==> src/pkg/ofsb_pkg.sv <==
// ofsb_pkg: constants, register map and carrier types of the overflow status bank
// assumes: single pclk domain, apb3 slave with 32-bit data and word-aligned registers
//
// Operation
// - per-channel overflow flag stays set after the event until software clears it
// - first status register holds channels 1-32, bit k is channel k+1
// - second status register holds channels 33-64, bit 0 is 33, bit 31 is 64
// - third status register holds channels 65-96, bit k is 65+k, bit 7 is 72
// - fourth status register holds channels 97-128, bit k is 97+k, bit 31 is 128
// - fourth register bit 10 reports channel 107
// - any write to a status register clears its latched flags
// - summary bit 0 is set while any flag of channels 1-32 is set
// - summary carries one bit per 32-channel group, up to bit 4 for 129-160; this bank always reads bit 4 as zero

package ofsb_pkg;

  localparam int NUM_CH = 128;
  localparam int REG_W = 32;
  localparam int NUM_REGS = 4;
  localparam int ADDR_W = 12;
  localparam int IDX_W = 10;

  // printed offsets are register indices; byte address is four times the index
  localparam logic [IDX_W-1:0] IDX_SUMMARY = 10'h0D9;
  localparam logic [IDX_W-1:0] IDX_FLAGS_CH1_32 = 10'h0DA;
  localparam logic [IDX_W-1:0] IDX_FLAGS_CH33_64 = 10'h0DB;
  localparam logic [IDX_W-1:0] IDX_FLAGS_CH65_96 = 10'h0DC;
  localparam logic [IDX_W-1:0] IDX_FLAGS_CH97_128 = 10'h0DD;

  localparam logic [REG_W-1:0] FLAGS_RESET = 32'h0000_0000;
  localparam logic [REG_W-1:0] SUMMARY_RESET = 32'h0000_0000;
  localparam logic [REG_W-1:0] UNMAPPED_READ = 32'h0000_0000;

  localparam int SUM_GROUP1_BIT = 0;
  localparam int SUM_GROUP5_BIT = 4;

  // one taken apb transfer, valid for the access edge only
  typedef struct packed {
    logic take_wr;
    logic take_rd;
    logic [IDX_W-1:0] idx;
  } ofsb_req_s;

  function automatic logic ofsb_is_mapped(input logic [ADDR_W-1:0] addr);
    logic [IDX_W-1:0] idx;
    idx = addr[ADDR_W-1:2];
    return (addr[1:0] == 2'h0) && (idx >= IDX_SUMMARY) && (idx <= IDX_FLAGS_CH97_128);
  endfunction

endpackage

==> src/rtl/ofsb_overflow_bank.sv <==
// ofsb_overflow_bank: sticky input fifo overflow flags for 128 channels plus summary
// assumes: fifo write and full strobes come from logic on pclk, apb master on pclk
`timescale 1ns/1ps
`default_nettype none

module ofsb_overflow_bank #(
  parameter int NUM_CH = ofsb_pkg::NUM_CH
) (
  input wire logic pclk,
  input wire logic presetn,
  input wire logic clk_en,
  input wire logic psel,
  input wire logic penable,
  input wire logic pwrite,
  input wire logic [ofsb_pkg::ADDR_W-1:0] paddr,
  input wire logic [ofsb_pkg::REG_W-1:0] pwdata,
  output logic [ofsb_pkg::REG_W-1:0] prdata,
  output logic pready,
  output logic pslverr,
  input wire logic [NUM_CH-1:0] fifo_wr,
  input wire logic [NUM_CH-1:0] fifo_full
);

  localparam int NREG = NUM_CH / ofsb_pkg::REG_W;
  localparam int IW = ofsb_pkg::IDX_W;

  ofsb_pkg::ofsb_req_s req;
  logic [ofsb_pkg::IDX_W-1:0] setup_idx;
  logic [ofsb_pkg::REG_W-1:0] rd_word;
  logic [NUM_CH-1:0] ovf_evt;
  logic [NUM_CH-1:0] flags;
  logic [NREG-1:0] clr;
  logic [ofsb_pkg::REG_W-1:0] summary;
  logic unused_wdata;

  // write data carries no meaning: any write clears the whole word
  assign unused_wdata = ^pwdata;

  // overflow is a write attempted into a full fifo
  assign ovf_evt = fifo_wr & fifo_full;

  genvar g;
  generate
    for (g = 0; g < NREG; g++) begin : g_word
      // word g holds channels 32g+1 .. 32g+32, bit k is channel 32g+k+1
      assign clr[g] = req.take_wr &&
        (req.idx == ofsb_pkg::IDX_FLAGS_CH1_32 + IW'(g));
      ofsb_sticky_word #(
        .W(ofsb_pkg::REG_W)
      ) u_word (
        .pclk(pclk),
        .presetn(presetn),
        .clk_en(clk_en),
        .set_evt(ovf_evt[g*ofsb_pkg::REG_W +: ofsb_pkg::REG_W]),
        .clear(clr[g]),
        .q(flags[g*ofsb_pkg::REG_W +: ofsb_pkg::REG_W])
      );
      assign summary[ofsb_pkg::SUM_GROUP1_BIT + g] =
        |flags[g*ofsb_pkg::REG_W +: ofsb_pkg::REG_W];
    end
  endgenerate

  // group 5 (channels 129-160) lives outside this bank and reads as zero here
  assign summary[ofsb_pkg::REG_W-1:ofsb_pkg::SUM_GROUP1_BIT+NREG] = '0;

  always_comb begin
    case (setup_idx)
      ofsb_pkg::IDX_SUMMARY: rd_word = summary;
      ofsb_pkg::IDX_FLAGS_CH1_32: rd_word = flags[31:0];
      ofsb_pkg::IDX_FLAGS_CH33_64: rd_word = flags[63:32];
      ofsb_pkg::IDX_FLAGS_CH65_96: rd_word = flags[95:64];
      ofsb_pkg::IDX_FLAGS_CH97_128: rd_word = flags[127:96];
      default: rd_word = ofsb_pkg::UNMAPPED_READ;
    endcase
  end

  ofsb_apb_slave u_apb (
    .pclk(pclk),
    .presetn(presetn),
    .clk_en(clk_en),
    .psel(psel),
    .penable(penable),
    .pwrite(pwrite),
    .paddr(paddr),
    .rd_word(rd_word),
    .req(req),
    .setup_idx(setup_idx),
    .prdata(prdata),
    .pready(pready),
    .pslverr(pslverr)
  );
endmodule // ofsb_overflow_bank

`default_nettype wire

==> src/rtl/ofsb_sticky_word.sv <==
// ofsb_sticky_word: one word of sticky event flags, cleared as a whole
// assumes: set and clear come from logic on pclk
`timescale 1ns/1ps
`default_nettype none

module ofsb_sticky_word #(
  parameter int W = 32
) (
  input wire logic pclk,
  input wire logic presetn,
  input wire logic clk_en,
  input wire logic [W-1:0] set_evt,
  input wire logic clear,
  output logic [W-1:0] q
);

  // set beats clear so an overflow in the clearing cycle is not lost
  always_ff @(posedge pclk or negedge presetn) begin
    if (!presetn) begin
      q <= W'(ofsb_pkg::FLAGS_RESET);
    end else if (clk_en) begin
      q <= (clear ? '0 : q) | set_evt;
    end
  end

endmodule // ofsb_sticky_word

`default_nettype wire

==> src/rtl/ofsb_apb_slave.sv <==
// ofsb_apb_slave: apb3 handshake, decode and registered read data
// assumes: read word is supplied combinationally for the index in setup
`timescale 1ns/1ps
`default_nettype none

module ofsb_apb_slave (
  input wire logic pclk,
  input wire logic presetn,
  input wire logic clk_en,
  input wire logic psel,
  input wire logic penable,
  input wire logic pwrite,
  input wire logic [ofsb_pkg::ADDR_W-1:0] paddr,
  input wire logic [ofsb_pkg::REG_W-1:0] rd_word,
  output ofsb_pkg::ofsb_req_s req,
  output logic [ofsb_pkg::IDX_W-1:0] setup_idx,
  output logic [ofsb_pkg::REG_W-1:0] prdata,
  output logic pready,
  output logic pslverr
);

  logic hit;
  logic access;

  assign hit = ofsb_pkg::ofsb_is_mapped(paddr);
  assign access = psel && penable;
  assign setup_idx = paddr[ofsb_pkg::ADDR_W-1:2];
  // a frozen block cannot complete a transfer
  assign pready = clk_en;
  assign pslverr = access && !hit;

  always_comb begin
    req.take_wr = access && pready && pwrite && hit;
    req.take_rd = access && pready && !pwrite && hit;
    req.idx = setup_idx;
  end

  // read data captured at the setup edge, stable through the access phase
  always_ff @(posedge pclk or negedge presetn) begin
    if (!presetn) begin
      prdata <= ofsb_pkg::UNMAPPED_READ;
    end else if (clk_en && psel && !penable) begin
      prdata <= (!pwrite && hit) ? rd_word : ofsb_pkg::UNMAPPED_READ;
    end
  end

endmodule // ofsb_apb_slave

`default_nettype wire

==> config.mk <==
export PLATFORM = sky130hd
export DESIGN_NAME = ofsb_overflow_bank
export DESIGN_NICKNAME = d
export VERILOG_FILES = /design/src/pkg/ofsb_pkg.sv /design/src/rtl/ofsb_overflow_bank.sv /design/src/rtl/ofsb_sticky_word.sv /design/src/rtl/ofsb_apb_slave.sv
export SDC_FILE = /design/constraint.sdc
export NUM_CORES = 1
export LEC_CHECK = 0
export ABC_CLOCK_PERIOD_IN_PS = 1300
export BUFFER_PORTS_ARGS = -buffer_cell sky130_fd_sc_hd__buf_2
export CAP_MARGIN = 25
export CORE_UTILIZATION = 40
export DETAILED_ROUTE_END_ITERATION = 6
export GPL_ROUTABILITY_DRIVEN = 1
export PLACE_DENSITY = 0.7
export SYNTH_ARGS = -nofsm -noshare
export SYNTH_HDL_FRONTEND = slang
export SYNTH_SLANG_ARGS = --single-unit
==> constraint.sdc <==
create_clock -name pclk -period 1.3 [get_ports pclk]
set_input_delay 0.13 -clock pclk [delete_from_list [all_inputs] [get_ports pclk]]
set_output_delay 0.13 -clock pclk [all_outputs]
set_load 0.01 [all_outputs]
==> flow_summary_export.csv, run 1 <==
group,metric,value,unit
clock_network,numCtsBuffers,17,
synthesis,synth_area_leaders,"dfrtp_1, a32o_1, a221oi_1",
synthesis,yosysWarnings,0,
synthesis,synth_top_area_share,56.49,%
synthesis,seq_area_frac_synth,56.49,%
synthesis,synth.distinct_cells,33,
synthesis,yosysMostFrequentCell,"dfrtp_1",
synthesis,synth_xor_area_share,0,%
floorplanning,initial_utilization,40.98,%
placement,gp_congestion,0.8713,
clock_network,cts.sinks,160,
synthesis,synth-seq-cells,160,
clock_network,cts_hold_buf,251,
synthesis,synth_ff_type,"dfrtp_1",
floorplanning,io_pins,340,
synthesis,synth-simple-area-share,7.732,%
synthesis,syn-mean-instance-area,12.28,um^2
synthesis,synth_adder_area_share,0,%
synthesis,synth-edff-count,0,
floorplanning,die-height,135.1,um
clock_network,cts_resized,73,
synthesis,syn_nets,883,
clock_network,htreeDepth,4,
synthesis,syn-cell-area,7088,um^2
synthesis,synth_cells,577,
floorplanning,die_x,135.1,um
synthesis,muxShareOfSynthArea,0.5649,%
placement,dp_hpwl,19210,um
clock_network,post_cts_buffers,4,
synthesis,synth_compound_area_share,31.56,%
run_status,status,"stopped before the end",
clock_network,cts_max_path_buffers,2,
floorplanning,placementRows,48,
run_status,stop_stage,"clock tree synthesis",
run_status,stop_error,"[ERROR RSZ-0060] Max buffer count reached.",
synthesis,synth_top_family_by_area,"compound AO/OA/AOI/OAI gates",
synthesis,ys_top_cells_by_count,"dfrtp_1, a32o_1, clkbuf_1",
synthesis,yosys.area.top_type,"dfrtp_1",
clock_network,root_buffer,"clkbuf_16",
synthesis,async_flop_share,100.0,%
placement,io_buffers,307,
## stage by stage
stage	utilization [%]	hold WS, ns	setup WS (ns)	cells	instance area, um^2
after floorplan	-	-0.1656	-0.5791	577	7204
after global placement	57.80	-0.03973	-0.7086	1210	9997
after detailed placement	57.80	-0.03815	-0.7322	1210	9997
## cells by family after synthesis
family	after synthesis
flip-flops	160
AND/OR/NAND/NOR	95
buffers and inverters	59
AO/OA/AOI/OAI	259
multiplexers	4
==> inputs of run 2 (changes only) <==
Settings changed: CORE_UTILIZATION 40 to 25, PLACE_DENSITY 0.7 to unset, PLACE_DENSITY_LB_ADDON set to 0.15.
==> run 2 against run 1 <==
  * The flow now finishes, with violations (setup timing)
  * Synthesized cell count unchanged
  * Area after synthesis unchanged
==> flow_summary_export.csv, run 2 <==
group,metric,value,unit
floorplanning,core_region_area,27860,um^2
clock_network,clk_pin_slew_worst_paths,0.07,ns
placement,io_buffers,307,
run_status,failed_checks,"setup timing",
timing,finalMaxSlewViolations,0,
power_and_ir_drop,vdd_drop_max,0.0006900,V
route,wl_per_cell,20.28,um
timing,setup_viol,161,
floorplanning,dieArea,29030,um^2
global_routing,antenna_found_initial,1,
floorplanning,io_pins,340,
setup_path,critPathRequiredTime,1.60,ns
timing,timing_hold_violations_final,0,
finish,utilization,50.14,%
synthesis,synth-seq-cells,160,
route,via_per_inst,4.950,
timing,fmax,626.1,MHz
global_routing,grt_pass1_vias,8732,
clock_network,cts_tree,"built",
setup_path,startpoint_type,"primary input",
finish,biggestRegsByFlops,"g_word.u_word.q x128, u_apb.prdata x32",
min_path,hold_path.class,"primary input to async pin",
synthesis,synth.distinct_cells,33,
route,wirelength,33710,um
setup_path,cp.arrival,1.90,ns
finish,largest_reg_flops,128,
synthesis,yosys.area.top_type,"dfrtp_1",
synthesis,ys_top_cells_by_count,"dfrtp_1, a32o_1, clkbuf_1",
route,vias,8227,
synthesis,seq_area_frac_synth,56.49,%
synthesis,synth_area_leaders,"dfrtp_1, a32o_1, a221oi_1",
finish,diodes,0,
synthesis,synth_ff_type,"dfrtp_1",
clock_network,htreeDepth,4,
finish,largest-register,"g_word.u_word.q",
timing,min_period,1.597,ns
synthesis,async_flop_share,100.0,%
synthesis,yosysMostFrequentCell,"dfrtp_1",
global_routing,gr-usage-all-layers,22.88,%
finish,layout.nets,1577,
placement,dp_hpwl,22420,um
timing,setup_ws,-0.2973,ns
global_routing,gr-total-overflow,0,
synthesis,syn-mean-instance-area,12.28,um^2
global_routing,grt.busiest_layer,"met2",
clock_network,clk_latency,0.43,ns
synthesis,syn-cell-area,7088,um^2
timing,rsz0062_at_grt,"true",
floorplanning,initial_utilization,25.44,%
power_and_ir_drop,pwr_density_cell,909.4,nW/um^2
clock_network,cts.sinks,160,
clock_network,numCtsBuffers,17,
timing,skew,0.01636,ns
synthesis,synth_top_area_share,56.49,%
setup_path,crit_fanout,32,
global_routing,met1_usage,29.73,%
run,maxCapViolCount,0,
setup_path,r2r_setup_slack,-0.22,ns
setup_path,path_class,"primary input to flop",
floorplanning,placementRows,61,
route,drc,0,
placement,post-place-ws,-0.7232,ns
global_routing,grt_use_met2,38.17,%
timing,worst_pin_slew,0.5874,ns
clock_network,cts_max_path_buffers,2,
synthesis,syn_nets,883,
route,drtIter0Drc,448,
timing,max_slew_margin,60.84,%
synthesis,yosysWarnings,0,
finish,area_delta_synth_final,97.07,%
global_routing,grt_max_degree,68,
placement,gp_congestion,0.7673,
setup_path,end_kind,"flop",
timing,fin_crit_sh,122.9,%
finish,final_common_cell,"buf_2",
run_status,status,"complete, but fails checks",
floorplanning,die_x,170.4,um
floorplanning,die-height,170.4,um
synthesis,synth_cells,577,
route,ant_nets,0,
power_and_ir_drop,p_leak,0.006156,uW
finish,drive_gt1_share,44.16,%
global_routing,grt_pass1_wl,49160,um
route,firstDrtPassIters,5,
power_and_ir_drop,power,12700,uW
clock_network,root_buffer,"clkbuf_16",
synthesis,synth-edff-count,0,
finish,layout_common_cells,"buf_2, dlygate4sd3_1, dfrtp_1",
global_routing,use_met3,3.791,%
run 2: cell counts after synthesis:
Identical to the previous run, type by type.
run 2: critical path: stages:
cell	delay, ns
buf_6	0.09
nand4bb_4	0.22
or4_4	0.57
or4_4	0.46
buf_12	0.18
a32o_1	0.22
run 2: path summary, 6_finish.rpt:
kind,from,endpoint,cells past startpoint
worst max-delay path,paddr[10],g_word[0].u_word.q[23],6
worst max register to register,g_word[0].u_word.q[16],u_apb.prdata[0],6
worst min register to register,u_apb.prdata[12],u_apb.prdata[12],2
max in group asynchronous,presetn,u_apb.prdata[21],3
worst min-delay path,presetn,g_word[0].u_word.q[3],2
min in group pclk,paddr[4],u_apb.prdata[3],5
run 2: what timing repair did:
action	CTS	global route
resized for setup	81	21
setup endpoints to repair	161	161
hold buffers	257	0
buffers inserted	6	2
pin swaps	38	8
gates cloned	3	2
endpoints found under the hold margin	288	0
run 2: cells by family after synthesis:
logic type / count (synthesis) / synth area share (%)
AOI/OAI and AO/OA: 259 / 31.56
buffers and inverters: 59 / 3.654
DFF: 160 / 56.49
muxes: 4 / 0.5649
and+or+nand+nor: 95 / 7.732
run 2: power by group:
group	switching (uW)	total (uW)	internal (uW)
clock network	2180	5810	3630
logic	799	1890	1090
registers	8.77	5000	4990
run 2: stage by stage:
step | hold WS, ns | area [um^2] | setup TNS [ns] | std cells
global placement | 0.01030 | 10230 | -96.89 | 1363
detailed placement | 0.01250 | 10230 | -98.73 | 1363
global route | 0.1415 | 13970 | -29.20 | 1662
CTS | 0.1221 | 13820 | -24.82 | 1660
finish | 0.1285 | 13970 | -27.47 | 1662
floorplan | -0.1656 | 7204 | -74.43 | 577
run 2: layout make-up:
type | count | area (um^2)
Clock inverter | 12 | 230.2
Multi-Input combinational cell | 358 | 3157
Tap cell | 378 | 473.0
Fill cell | 2505 | 13890
Clock buffer | 20 | 436.7
Sequential cell | 160 | 4004
Timing Repair Buffer | 734 | 5668
run 2: per-layer routing:
layer  share of wire [%]  up-vias
met1                  43     4039
met4                 2.6        2
met5               0.033        -
li1                    -     3838
met2                  49      298
met3                 4.8       50
Note: power is estimated with default switching activity, not from simulation.
==> inputs of run 3 (changes only) <==
Settings changed: ABC_AREA set to 1.
==> run 3 against run 2 <==
  * The run ends with hold timing left
  * Synthesized cell count up 88%
  * Final area grew 0.99%
  * First-iteration DRC count increased by 30%
  * Clock-buffer cell count is 1 lower
  * Critical path depth rose by 2
  * Non-clock buffer count shrank 65
  * Via count is 14% higher
  * Area after synthesis rose by 15%
  * Routed wire length fell by 4.5%
  * Largest cell class unchanged
==> flow_summary_export.csv, run 3 <==
group,metric,value,unit
floorplanning,die_x,182.5,um
synthesis,synth_area_leaders,"dfrtp_1, nand2_1, nand3_1",
finish,ff_latch_area,4004,um^2
setup_path,crit_top_cell,"nand2_1",
timing,setup_viol,0,
setup_path,path_cells,"nor2_2 > nand2_1 > nor2_2 > nand2_2 > o21ai_2 > nand3_1 > nand2_1 > nand2_1",
synthesis,async_flop_share,100.0,%
clock_network,cts_max_path_buffers,2,
finish,utilization,44.36,%
placement,dp_hpwl,24120,um
finish,nFillCells,3181,
min_path,hold_path.class,"primary input to flop",
timing,fmax,804.3,MHz
global_routing,grt_max_degree,70,
global_routing,grt_pass1_vias,9529,
run_status,failed_checks,"hold timing",
timing,skew,0.01264,ns
timing,min_period,1.243,ns
global_routing,antenna_found_initial,0,
placement,place_area,11280,um^2
route,via_per_inst,4.306,
synthesis,yosysWarnings,0,
run_status,status,"complete, but fails checks",
setup_path,cp.arrival,1.57,ns
route,firstDrtPassIters,5,
synthesis,yosysMostFrequentCell,"nand2_1",
timing,max_slew_margin,68.47,%
floorplanning,die-height,182.5,um
route,wl_met3,1178,um
power_and_ir_drop,pwr_density_cell,828.4,nW/um^2
finish,final_common_cell,"nand2_1",
global_routing,grt_pass1_wl,50560,um
timing,fin_crit_sh,95.64,%
power_and_ir_drop,p_leak,0.006711,uW
finish,largest-register,"g_word.u_word.q",
finish,largest_reg_flops,128,
setup_path,cpLargestDelayFamily,"simple AND/OR/NAND/NOR gates",
timing,timing_hold_violations_final,3,
setup_path,critical-path-slowest-cell,"dfrtp_1",
synthesis,syn_nets,1390,
timing,finalMaxSlewViolations,0,
clock_network,htreeDepth,4,
setup_path,cp_num_buf_inv,0,
timing,rsz0062_at_grt,"true",
placement,gp_congestion,0.8439,
run,maxCapViolCount,0,
synthesis,synth_ff_type,"dfrtp_1",
finish,layout_common_cells,"nand2_1, buf_2, dlygate4sd3_1",
finish,multi_input_area,3831,um^2
synthesis,seq_area_frac_synth,49.15,%
clock_network,clk_pin_slew_worst_paths,0.07,ns
synthesis,syn-mean-instance-area,7.515,um^2
synthesis,synth-edff-count,0,
finish,stdcell_area,14110,um^2
power_and_ir_drop,vdd_drop_max,0.0008807,V
timing,tns,0,ns
floorplanning,io_pins,340,
setup_path,crit_fanout,2,
clock_network,root_buffer,"clkbuf_16",
synthesis,synth_cells,1084,
setup_path,end_kind,"flop",
global_routing,gr-total-overflow,0,
clock_network,numCtsBuffers,17,
placement,dp_cells,1924,
synthesis,yosys.area.top_type,"dfrtp_1",
route,ant_nets,0,
synthesis,synth-seq-cells,160,
route,top_layer,"met4",
synthesis,synth_top_area_share,49.15,%
route,drtIter0Drc,581,
finish,drive_gt1_share,31.82,%
finish,diodes,0,
synthesis,syn-cell-area,8147,um^2
floorplanning,dieArea,33310,um^2
timing,worst_pin_slew,0.4730,ns
clock_network,cts_tree,"built",
setup_path,path_class,"flop to flop",
finish,final_cell_count_no_fill,2170,
global_routing,gr-usage-all-layers,19.73,%
route,wl_per_cell,14.83,um
route,drc,0,
synthesis,synth.distinct_cells,26,
placement,io_buffers,307,
finish,layout.nets,2028,
setup_path,slowest_delay,0.39,ns
route,vias,9345,
floorplanning,placementRows,65,
clock_network,cts.sinks,160,
route,met2WireLength,14910,um
synthesis,ys_top_cells_by_count,"nand2_1, dfrtp_1, nand3_1",
floorplanning,core_region_area,31800,um^2
setup_path,startpoint_type,"flop",
route,wirelength,32180,um
clock_network,clk_latency,0.44,ns
route,wl_met1,15720,um
finish,area_delta_synth_final,73.17,%
setup_path,critPathRequiredTime,1.63,ns
timing,hold_slack,-0.006521,ns
floorplanning,initial_utilization,25.62,%
finish,biggestRegsByFlops,"g_word.u_word.q x128, u_apb.prdata x32",
## run 3: through the flow
step / worst slack (ns) / total power, uW
after global placement: -0.2663 / 6117
after floorplan: -0.009822 / 5377
after detailed placement: -0.2885 / 6128
final: 0.05666 / 11690
after CTS: 0.0007810 / 11800
after global routing: -0.04226 / 12120
## run 3: final timing paths
check,slack [ns],endpoint,depth (start not counted),startpoint
setup / recovery,0.06,u_apb.prdata[1],8,g_word[1].u_word.q[15]
hold reg to reg,0.48,u_apb.prdata[12],2,u_apb.prdata[12]
min in group asynchronous,0.18,g_word[3].u_word.q[5],2,presetn
setup reg to reg,0.06,u_apb.prdata[1],8,g_word[1].u_word.q[15]
max in group asynchronous,0.56,g_word[0].u_word.q[14],3,presetn
hold / removal,-0.007,g_word[2].u_word.q[22],3,fifo_full[86]
## run 3: layer usage
layer  track usage (%)  up-vias
met5                 0        -
met4             4.807        0
met3             2.135       17
met2             32.35      232
met1             27.67     4308
li1                  -     4788
## run 3: timing repair
action | in CTS | in global routing
hold buffers | 211 | 0
pin swaps | 2 | 17
cloned | 0 | 0
endpoints found under the hold margin | 138 | 0
gates resized for setup | 18 | 16
setup endpoints to repair | 4 | 25
setup buffers | 1 | 2
## run 3: where the power goes
group	internal, uW	leakage [uW]	switching [uW]
Sequential	4990	0.00157	8.06
Clock	2930	0.000281	2290
Combinational	860	0.00486	608
Total	8780	0.00671	2910
## run 3: cell type report
class                   count  area share [%]
repair buffers            669           35.49
flip-flops and latches    160           28.38
multi-input cells         842           27.16
well taps                 435           3.858
clock buffers              19           3.140
clock inverters            13           1.082
inverters                  32          0.8869
## run 3: worst min-delay path, cell delays in order
cell     delay (ns)
buf_2          0.08
nand3_1        0.10
nand2_1        0.08
## run 3: logic make-up (layout without fill, tap and decap cells)
kind of cell    Yosys count  after routing  share of synthesized area (%)
compound gates            5              5                         0.3071
simple gates            837            837                          45.63
buf+inv                  82            733                          4.915
flops                   160            160                          49.15
==> inputs of run 4 (changes only) <==
Settings changed: ABC_CLOCK_PERIOD_IN_PS 1300 to 1400.
Clock period 1.3 ns to 1.4 ns, I/O delays scaled along.
==> run 4 against run 3 <==
  * Highest routed layer unchanged
  * Critical path type is now primary input to primary output
  * Worst hold slack better by 0.0048 ns
  * Global-route usage is 0.67 points lower
  * Final cell count is 3.1% lower
  * The run still ends with hold timing left
  * Clock skew is 0.0030 ns lower
  * Combinational power is 12% lower
==> flow_summary_export.csv, run 4 (synthesis results as in run 3) <==
group,metric,value,unit
run_status,status,"complete, but fails checks",
run_status,failed_checks,"hold timing",
clock_network,htreeDepth,4,
clock_network,clk_latency,0.41,ns
timing,rsz0062_at_grt,"true",
power_and_ir_drop,seqPwrFrac,41.6,%
run,maxCapViolCount,0,
placement,post-place-ws,-0.2254,ns
setup_path,critPathLaunch,"paddr[7]",
route,wl_per_cell,14.90,um
setup_path,r2r-end,"u_apb.prdata[0]",
global_routing,grt_max_degree,71,
setup_path,startpoint_type,"primary input",
clock_network,cts.sinks,160,
power_and_ir_drop,pwr-share-clk,46.8,%
finish,drive_gt1_share,30.04,%
route,firstDrtPassIters,5,
global_routing,grt_use_met2,31.65,%
floorplanning,placementRows,65,
global_routing,gr-usage-all-layers,19.06,%
setup_path,r2r_setup_slack,0.11,ns
placement,dp_cells,1886,
finish,diodes,0,
timing,fin_crit_sh,94.66,%
route,wirelength,31340,um
power_and_ir_drop,p_comb_share,11.6,%
timing,setup_viol,0,
setup_path,r2r-start,"g_word[0].u_word.q[10]",
floorplanning,core_region_area,31800,um^2
timing,min_period,1.325,ns
floorplanning,initial_utilization,25.62,%
finish,layout_common_cells,"nand2_1, buf_2, dlygate4sd3_1",
timing,timing_hold_violations_final,1,
power_and_ir_drop,p_leak,0.006448,uW
global_routing,use_met3,2.115,%
min_path,hp-start,"fifo_full[27]",
finish,largest_reg_flops,128,
floorplanning,die-height,182.5,um
finish,final_cell_count_no_fill,2103,
finish,largest-register,"g_word.u_word.q",
placement,io_buffers,307,
setup_path,cp_num_buf_inv,2,
placement,gp_congestion,0.8691,
finish,area_delta_synth_final,66.32,%
global_routing,grt.busiest_layer,"met2",
route,ant_nets,0,
route,drc,0,
floorplanning,die_x,182.5,um
clock_network,numCtsBuffers,17,
timing,setup_ws,0.07473,ns
timing,tns,0,ns
global_routing,grt_pass1_wl,48950,um
setup_path,path_class,"primary input to primary output",
power_and_ir_drop,power.switching,2599,uW
power_and_ir_drop,vdd_drop_max,0.0007826,V
timing,max_slew_margin,72.05,%
power_and_ir_drop,pwr_density_cell,822.5,nW/um^2
finish,nFillCells,3302,
setup_path,end_kind,"primary output",
finish,layout.nets,1963,
timing,hold_slack,-0.001716,ns
timing,skew,0.009671,ns
setup_path,cpLargestDelayFamily,"simple AND/OR/NAND/NOR gates",
power_and_ir_drop,netSwitchingFraction,23.32,%
setup_path,slowest_delay,0.18,ns
timing,finalMaxSlewViolations,0,
timing,fmax,754.6,MHz
setup_path,r2r_cells,8,
global_routing,antenna_found_initial,0,
min_path,hold-path-endpoint,"g_word[0].u_word.q[27]",
finish,biggestRegsByFlops,"g_word.u_word.q x128, u_apb.prdata x32",
power_and_ir_drop,intPower,8545,uW
timing,worst_pin_slew,0.4193,ns
global_routing,grt_pass1_vias,9147,
setup_path,cp.arrival,1.19,ns
min_path,min_delay_path_depth,3,
setup_path,path_cells,"buf_2 > nor2_2 > nand3_1 > nor2_2 > nor2_4 > nor2_8 > a21oi_4 > buf_2",
finish,final_common_cell,"nand2_1",
setup_path,critical-path-slowest-cell,"nor2_2",
clock_network,cts_max_path_buffers,2,
route,vias,9155,
global_routing,met1_usage,26.63,%
placement,dp_hpwl,23430,um
clock_network,root_buffer,"clkbuf_16",
setup_path,crit_fanout,5,
setup_path,critPathRequiredTime,1.26,ns
clock_network,clk_pin_slew_worst_paths,0.07,ns
global_routing,gr-total-overflow,0,
floorplanning,dieArea,33310,um^2
clock_network,cts_tree,"built",
floorplanning,io_pins,340,
min_path,hold_path.class,"primary input to flop",
route,drtIter0Drc,485,
route,via_per_inst,4.353,
-- run 4: changes by cell type in the layout (fill, tap and decap cells not counted), sizes merged --
cell	change
buf	-41
bufinv	+3
clkbuf	-1
clkinv	+2
clkinvlp	-2
dlygate4sd3	-24
inv	-4
-- run 4: worst max path at each step --
stage                        endpoint  slack [ns]  cells past startpoint
2_1_floorplan  g_word[2].u_word.q[16]        0.08                     11
4_1_cts               u_apb.prdata[2]        0.01                      8
6_report                      pslverr        0.07                      8
3_3_place_gp                  pslverr       -0.20                      9
5_1_grt               u_apb.prdata[0]       -0.01                      8
3_5_place_dp         u_apb.prdata[29]       -0.23                     12
-- run 4: power groups by stage --
stage	Clock, uW	Sequential (uW)	Combinational (uW)
floorplan	0	4730	266
global placement	0	4730	936
detailed placement	0	4730	948
CTS	5330	4640	1300
global route	5510	4640	1420
finish	5220	4640	1290
-- run 4: metal layers --
layer | part of all wire [%] | wire length (um) | up-vias
met4 | 1.2 | 385 | 0
met5 | 0 | 0 | -
li1 | - | - | 4650
met2 | 46 | 14560 | 244
met3 | 3.8 | 1196 | 18
met1 | 48 | 15190 | 4243
-- run 4: final cells by class --
class | instances | area (um^2) | area share [%]
multi-input combinational | 842 | 3797 | 28.03
timing repair buffer | 604 | 4443 | 32.79
sequential | 160 | 4004 | 29.55
inverter | 32 | 122.6 | 0.9050
tap | 435 | 544.3 | 4.017
clock buffer | 18 | 429.2 | 3.167
clock inverter | 12 | 209.0 | 1.542
-- run 4: through the flow --
stage               util (%)  hold slack [ns]  area [um^2]  total power (uW)
floorplan                  -          -0.1556         8147              4993
global placement       34.54          0.08361        10980              5663
detailed placement     34.54          0.08342        10980              5675
CTS                    42.50        0.0005493        13520             11260
global route           42.61         0.005946        13550             11570
finish                 42.61        -0.001716        13550             11140
-- run 4: what timing repair did --
item | 4_1_cts | 5_1_grt
pin swaps | 0 | 3
hold endpoints to repair | 199 | 0
resized for setup | 6 | 15
hold buffers | 187 | 0
setup endpoints to repair | 3 | 5
buffers inserted | 0 | 0
-- run 4: worst register-to-register path, stage by stage (launching register included) --
cell and delay [ns]:
dfrtp_1 0.43, nor2_1 0.12, nand2_1 0.09, nor2_2 0.12
nand3_1 0.08, o21ai_1 0.12, nand2_1 0.09, nand2_1 0.08
nand2_1 0.05
